==> config.mk <==
export PLATFORM = sky130hd
export DESIGN_NAME = atten_device_flat
export DESIGN_NICKNAME = d
export VERILOG_FILES = /design/src/core/atten_pkg.sv /design/src/core/atten_link_if.sv /design/src/core/atten_device.sv /design/src/flat_wrapper.sv
export VERILOG_INCLUDE_DIRS = /design/src /design/src/core
export SDC_FILE = /design/constraint.sdc
export NUM_CORES = 1
export LEC_CHECK = 0
export ABC_AREA = 1
export ABC_CLOCK_PERIOD_IN_PS = 3600
export BUFFER_PORTS_ARGS = -buffer_cell sky130_fd_sc_hd__buf_4
export CORE_UTILIZATION = 56
export DETAILED_ROUTE_END_ITERATION = 8
export PLACE_DENSITY_LB_ADDON = 0.12
export SLEW_MARGIN = 20
export SYNTH_ARGS = -nofsm -noshare
export SYNTH_HDL_FRONTEND = slang
export SYNTH_SLANG_ARGS = --single-unit
==> constraint.sdc <==
create_clock -name clk -period 3.6 [get_ports clk]
set_clock_uncertainty 0.05 [all_clocks]
set_input_delay 0.72 -clock clk [delete_from_list [all_inputs] [get_ports clk]]
set_output_delay 0.72 -clock clk [all_outputs]
set_load 0.01 [all_outputs]
==> src/core/atten_cfg.svh <==
`ifndef ATTEN_CFG_SVH
`define ATTEN_CFG_SVH
`define WORD_BITS 5
`define MSB_POS 4
`define LSB_POS 0
`define WORD_RESET 5'h00
`define HALF_SCALE_MAX 6'h1F
`define SER_CLK_DIV 16'h0010
`define STRAP_SETTLE 2'h2
`define HALF_DB_UNIT 6'h01
`endif

==> src/core/atten_pkg.sv <==
package atten_pkg;
  typedef logic [4:0] word_type;
  typedef enum logic [3:0] {
    HOST_IDLE  = 4'b0001,
    HOST_SHIFT = 4'b0010,
    HOST_LATCH = 4'b0100,
    HOST_DONE  = 4'b1000
  } host_state_type;
endpackage

==> src/core/atten_link_if.sv <==
`timescale 1ns/1ps
interface atten_link_if;
  logic ser_clk;
  logic ser_data;
  logic latch_strobe;
  modport device_end (input ser_clk, input ser_data, input latch_strobe);
  modport host_end (output ser_clk, output ser_data, output latch_strobe);
endinterface

==> src/core/atten_device.sv <==
`timescale 1ns/1ps
`include "atten_cfg.svh"
module atten_device (
  input  wire logic      clk,
  input  wire logic      arst_n,
  atten_link_if.device_end link,
  input  wire logic      step_sel_8db,
  input  wire logic      step_sel_4db,
  input  wire logic      step_sel_2db,
  input  wire logic      step_sel_1db,
  input  wire logic      step_sel_half_db,
  output atten_pkg::word_type ctrl_bits,
  output logic [5:0]     atten_half_db
);
  import atten_pkg::*;

  logic       clk_meta_reg;
  logic       clk_sync_reg;
  logic       clk_prev_reg;
  logic       rise;

  logic       dat_meta_reg;
  logic       dat_sync_reg;

  logic       le_meta_reg;
  logic       le_sync_reg;
  logic       le_prev_reg;
  logic       le_fall;
  logic       latch_open;

  word_type   straps;
  logic [1:0] settle_cnt_reg;
  logic       pwr_done_reg;
  logic       pwr_load;

  word_type   shift_in;
  word_type   shift_word;
  word_type   latch_word;

  logic [5:0] part_sum [0:`WORD_BITS];
  logic [5:0] atten_next;
  logic [5:0] atten_reg;

  ////////////////////////////////////////////////////////////////////////
  // Link pins come from another domain, so two flops before any use.
  always_ff @(posedge clk or negedge arst_n) begin
    if (!arst_n) begin
      clk_meta_reg <= 1'b0;
      clk_sync_reg <= 1'b0;
    end else begin
      clk_meta_reg <= link.ser_clk;
      clk_sync_reg <= clk_meta_reg;
    end
  end

  always_ff @(posedge clk or negedge arst_n) begin
    if (!arst_n) begin
      dat_meta_reg <= 1'b0;
      dat_sync_reg <= 1'b0;
    end else begin
      dat_meta_reg <= link.ser_data;
      dat_sync_reg <= dat_meta_reg;
    end
  end

  always_ff @(posedge clk or negedge arst_n) begin
    if (!arst_n) begin
      le_meta_reg <= 1'b0;
      le_sync_reg <= 1'b0;
    end else begin
      le_meta_reg <= link.latch_strobe;
      le_sync_reg <= le_meta_reg;
    end
  end

  // Both edge detectors reset to the idle low level of their pins, so reset makes no edge.
  always_ff @(posedge clk or negedge arst_n) begin
    if (!arst_n) begin
      clk_prev_reg <= 1'b0;
      le_prev_reg  <= 1'b0;
    end else begin
      clk_prev_reg <= clk_sync_reg;
      le_prev_reg  <= le_sync_reg;
    end
  end

  assign rise    = clk_sync_reg & ~clk_prev_reg;
  assign le_fall = le_prev_reg & ~le_sync_reg;

  ////////////////////////////////////////////////////////////////////////
  // Straps are pins as well, so they are taken only once their synchronisers have settled.
  assign straps = {step_sel_8db,
                   step_sel_4db,
                   step_sel_2db,
                   step_sel_1db,
                   step_sel_half_db};

  // The count stops at its end, so the straps are taken once per reset.
  always_ff @(posedge clk or negedge arst_n) begin
    if (!arst_n) begin
      settle_cnt_reg <= 2'h0;
    end else if (settle_cnt_reg != `STRAP_SETTLE) begin
      settle_cnt_reg <= settle_cnt_reg + 2'h1;
    end
  end

  always_ff @(posedge clk or negedge arst_n) begin
    if (!arst_n) begin
      pwr_done_reg <= 1'b0;
    end else if (pwr_load) begin
      pwr_done_reg <= 1'b1;
    end
  end

  // A reset in mid-run takes the straps again, as a power cycle would.
  assign pwr_load    = (settle_cnt_reg == `STRAP_SETTLE) && !pwr_done_reg;
  assign latch_open  = (le_sync_reg | le_fall) & pwr_done_reg;
  assign part_sum[0] = 6'h00;

  ////////////////////////////////////////////////////////////////////////
  // One slice per control bit: strap sync, shift stage, latch and step weight.
  for (genvar i = 0; i < `WORD_BITS; i++) begin : bit_gen
    logic       strap_meta_reg;
    logic       strap_sync_reg;
    logic       stage_reg;
    logic       hold_reg;
    logic       hold_next;
    logic [5:0] step_weight;

    always_ff @(posedge clk or negedge arst_n) begin
      if (!arst_n) begin
        strap_meta_reg <= 1'b0;
        strap_sync_reg <= 1'b0;
      end else begin
        strap_meta_reg <= straps[i];
        strap_sync_reg <= strap_meta_reg;
      end
    end

    if (i == `LSB_POS) begin : first_stage
      assign shift_in[i] = dat_sync_reg;
    end else begin : later_stage
      assign shift_in[i] = shift_word[i - 1];
    end

    // Shifting never looks at the strobe.
    always_ff @(posedge clk or negedge arst_n) begin
      if (!arst_n) begin
        stage_reg <= 1'b0;
      end else if (rise) begin
        stage_reg <= shift_in[i];
      end
    end

    // The strap load wins, so a strobe during settling cannot spoil the power-up word.
    always_comb begin
      hold_next = hold_reg;
      if (pwr_load) begin
        hold_next = strap_sync_reg;
      end else if (latch_open) begin
        hold_next = stage_reg;
      end
    end

    // A closed latch keeps its flop, so the word stands until the next strobe.
    always_ff @(posedge clk or negedge arst_n) begin
      if (!arst_n) begin
        hold_reg <= 1'b0;
      end else begin
        hold_reg <= hold_next;
      end
    end

    assign step_weight     = `HALF_DB_UNIT << i;
    assign part_sum[i + 1] = part_sum[i] + (hold_next ? step_weight : 6'h00);
    assign shift_word[i]   = stage_reg;
    assign latch_word[i]   = hold_reg;
  end

  ////////////////////////////////////////////////////////////////////////
  // The sum is registered beside the latch, so both outputs move in the same cycle.
  assign atten_next = part_sum[`WORD_BITS];

  always_ff @(posedge clk or negedge arst_n) begin
    if (!arst_n) begin
      atten_reg <= 6'h00;
    end else begin
      atten_reg <= atten_next;
    end
  end

  assign ctrl_bits     = latch_word;
  assign atten_half_db = atten_reg;
endmodule

==> src/flat_wrapper.sv <==
// flat-port wrapper written by rule: the top's interface ports become plain ports
module atten_device_flat import atten_pkg::*;
  (clk, arst_n, step_sel_8db, step_sel_4db, step_sel_2db, step_sel_1db, step_sel_half_db, ctrl_bits, atten_half_db, link_ser_clk, link_ser_data, link_latch_strobe);
  atten_link_if link_i ();
  input  wire logic clk;
  input  wire logic arst_n;
  input  wire logic step_sel_8db;
  input  wire logic step_sel_4db;
  input  wire logic step_sel_2db;
  input  wire logic step_sel_1db;
  input  wire logic step_sel_half_db;
  output atten_pkg::word_type ctrl_bits;
  output logic [5:0] atten_half_db;
  input wire logic [$bits(link_i.ser_clk)-1:0] link_ser_clk;
  input wire logic [$bits(link_i.ser_data)-1:0] link_ser_data;
  input wire logic [$bits(link_i.latch_strobe)-1:0] link_latch_strobe;
  assign link_i.ser_clk = link_ser_clk;
  assign link_i.ser_data = link_ser_data;
  assign link_i.latch_strobe = link_latch_strobe;
  atten_device u_core (.clk(clk), .arst_n(arst_n), .link(link_i), .step_sel_8db(step_sel_8db), .step_sel_4db(step_sel_4db), .step_sel_2db(step_sel_2db), .step_sel_1db(step_sel_1db), .step_sel_half_db(step_sel_half_db), .ctrl_bits(ctrl_bits), .atten_half_db(atten_half_db));
endmodule
==> flow_summary.ini <==
[outcome]
status = completed

[critical_path]
end_kind = primary output
crit_path_start_kind = register
arrival_ns = 0.89
max_stage_delay_ns = 0.41
cp_slowest_cell = dfrtp_1
path_cells = buf_4
crit_buf_inv = 1
crit_type = reg -> out
critical_path.top_delay_family = flip-flops
path_max_fanout = 3
crit_required_ns = 2.83

[final_layout]
final_nets = 127
area_growth_pct = 14.7
design_area_um2 = 1300
antenna_cells = 0
layout-drive-gt1-share_pct = 26.5
fillers = 139

[die]
die_h_um = 47.0
die_w_um = 47.0
row_count = 15
die_area_um2 = 2210
core_area_um2 = 1820
start_util_pct = 62.3
pin_count = 21

[clock_tree]
clkTransAtPathRegs_ns = 0.09
h-tree-depth = 2
cts_tree = yes
cts-resized-gates = 0
cts_root_buffer = clkbuf_4
cts_setup_buffers = 0
clockBufferDepth = 2
cts_hold_buf = 0
clk_latency_ns = 0.32
numCtsBuffers = 5
cts.sinks = 31

[placement]
hpwlAfterDp_um = 1010
dp_slack_ns = 2.28
gp_congestion = 0.782
port_buffers = 19
placed_area_um2 = 1210

[sta]
rsz0062_at_grt = false
finalSetupViolCount = 0
finalCritPeriodShare_pct = 46.0
max_freq_mhz = 604
hold_viol = 0
fin_crit_ns = 1.66
tns_ns = 0
setup_slack_ns = 1.94
slew_viol_final = 0

[drt]
vias = 674
wl_per_cell_um = 10.1
first_pass_iters = 4
drtAntennaViolNets = 0
routed_via_density = 4.75
drc = 0
drt-total-wl_um = 1430
drtIter0Drc = 9

[logic_synthesis]
synth-seq-area-share_pct = 68.4
synthCells = 102
synth_nets = 113
ys.warnings.count = 0
avgSynthCellArea_um2 = 11.1
yosys.area.top_type = dfrtp_1
synth_top_area_share_pct = 68.4
synthTopCellsByArea = dfrtp_1 68%, nand2_1 7.6%, buf_4 7.3%
synth_cell_types = 16
synth-seq-cells = 31
synth_area_um2 = 1130

[global_route]
track_usage_pct = 17.3
grt_overflow = 0
grt_first_pass_wirelength_um = 2420
grt_max_degree = 32
grt_pass1_vias = 598
antenna_found_initial = 0

[power_and_ir_drop]
p_leak_uw = 0.000683
combPwrFrac_pct = 11.3
p_switching_uw = 169
intPower_uw = 585
total_power_uw = 754
netSwitchingFraction_pct = 22.4
clkPwrFrac_pct = 36.2
power.density_nw_per_um2 = 579
p_seq_share_pct = 52.5
peakVddDrop_mv = 0.586

[run]
maxCapViolations = 0

[hold_path]
hold_path_class = in -> async
[metrics by stage]
stage / cells / util (%) / hold WS, ns
after floorplan: 102 / - / 0.281
after global placement: 134 / 66.7 / 0.282
after detailed placement: 134 / 66.7 / 0.285
after CTS: 142 / 71.5 / 0.250
after global routing: 142 / 71.5 / 0.265
final: 142 / 71.5 / 0.258
[power by group through the flow]
stage,Combinational (uW),Clock (uW),Sequential (uW)
finish,85.5,273,395
global placement,85.4,0,401
global route,98.8,298,400
CTS,87.4,283,396
floorplan,67.7,0,398
detailed placement,87.2,0,403
[layout make-up]
| cell class | count | area [um2] | area share, % |
|---|---|---|---|
| Timing Repair Buffer | 19 | 143 | 11.0 |
| Tap cell | 25 | 31.3 | 2.40 |
| Multi-Input combinational cell | 46 | 216 | 16.6 |
| Inverter | 13 | 48.8 | 3.75 |
| Sequential cell | 31 | 776 | 59.6 |
| Clock inverter | 2 | 35.0 | 2.69 |
| Clock buffer | 6 | 51.3 | 3.94 |
[cell usage in the layout (no fill, tap or decap), drive strengths merged]
cell	n
dfrtp	31
clkbuf	6
nor2	3
ha	1
nand3	11
conb	1
buf	19
a21oi	2
bufinv	1
o21ai	3
inv	13
nand2	23
clkinv	1
xnor2	1
or2	1
[synth_stat cells (all sizes together)]
master and count:
buf 12, nand2 23, o21ai 3, nand3 11
a21oi 2, xnor2 1, conb 1, ha 1
nor2 3, inv 13, dfrtp 31, or2 1
[final timing paths]
path                                           from                          end  slack, ns  cells past startpoint
max in group asynchronous                    arst_n     u_core.settle_cnt_reg[1]       2.97                      1
min in group clk                u_core.clk_meta_reg          u_core.clk_sync_reg       0.30                      0
min                                          arst_n  u_core.bit_gen[3].stage_reg       0.26                      1
max                         u_core.atten_half_db[1]             atten_half_db[1]       1.94                      1
max reg2reg                u_core.settle_cnt_reg[0]      u_core.atten_half_db[1]       2.30                      7
min reg2reg                     u_core.clk_meta_reg          u_core.clk_sync_reg       0.30                      0
[layer usage]
layer / up-vias / track usage (%) / wire length (um) / part of all wire [%]
li1: 329 / - / - / -
met1: 321 / 20.5 / 610 / 43
met2: 24 / 25.8 / 734 / 51
met3: 0 / 9.23 / 86 / 6.0
met4: 0 / 8.57 / 0 / 0
met5: - / 0 / 0 / 0
[cell families after synthesis]
logic type | share of synthesized area [%]
adder cells (fa/ha/maj) | 1.10
XOR/XNOR | 0.772
flip-flops | 68.4
AO/OA/AOI/OAI | 2.20
AND/OR/NAND/NOR | 14.7
other | 0.330
buffers and inverters | 12.6
No activity file was read; power rests on OpenSTA's default activity.
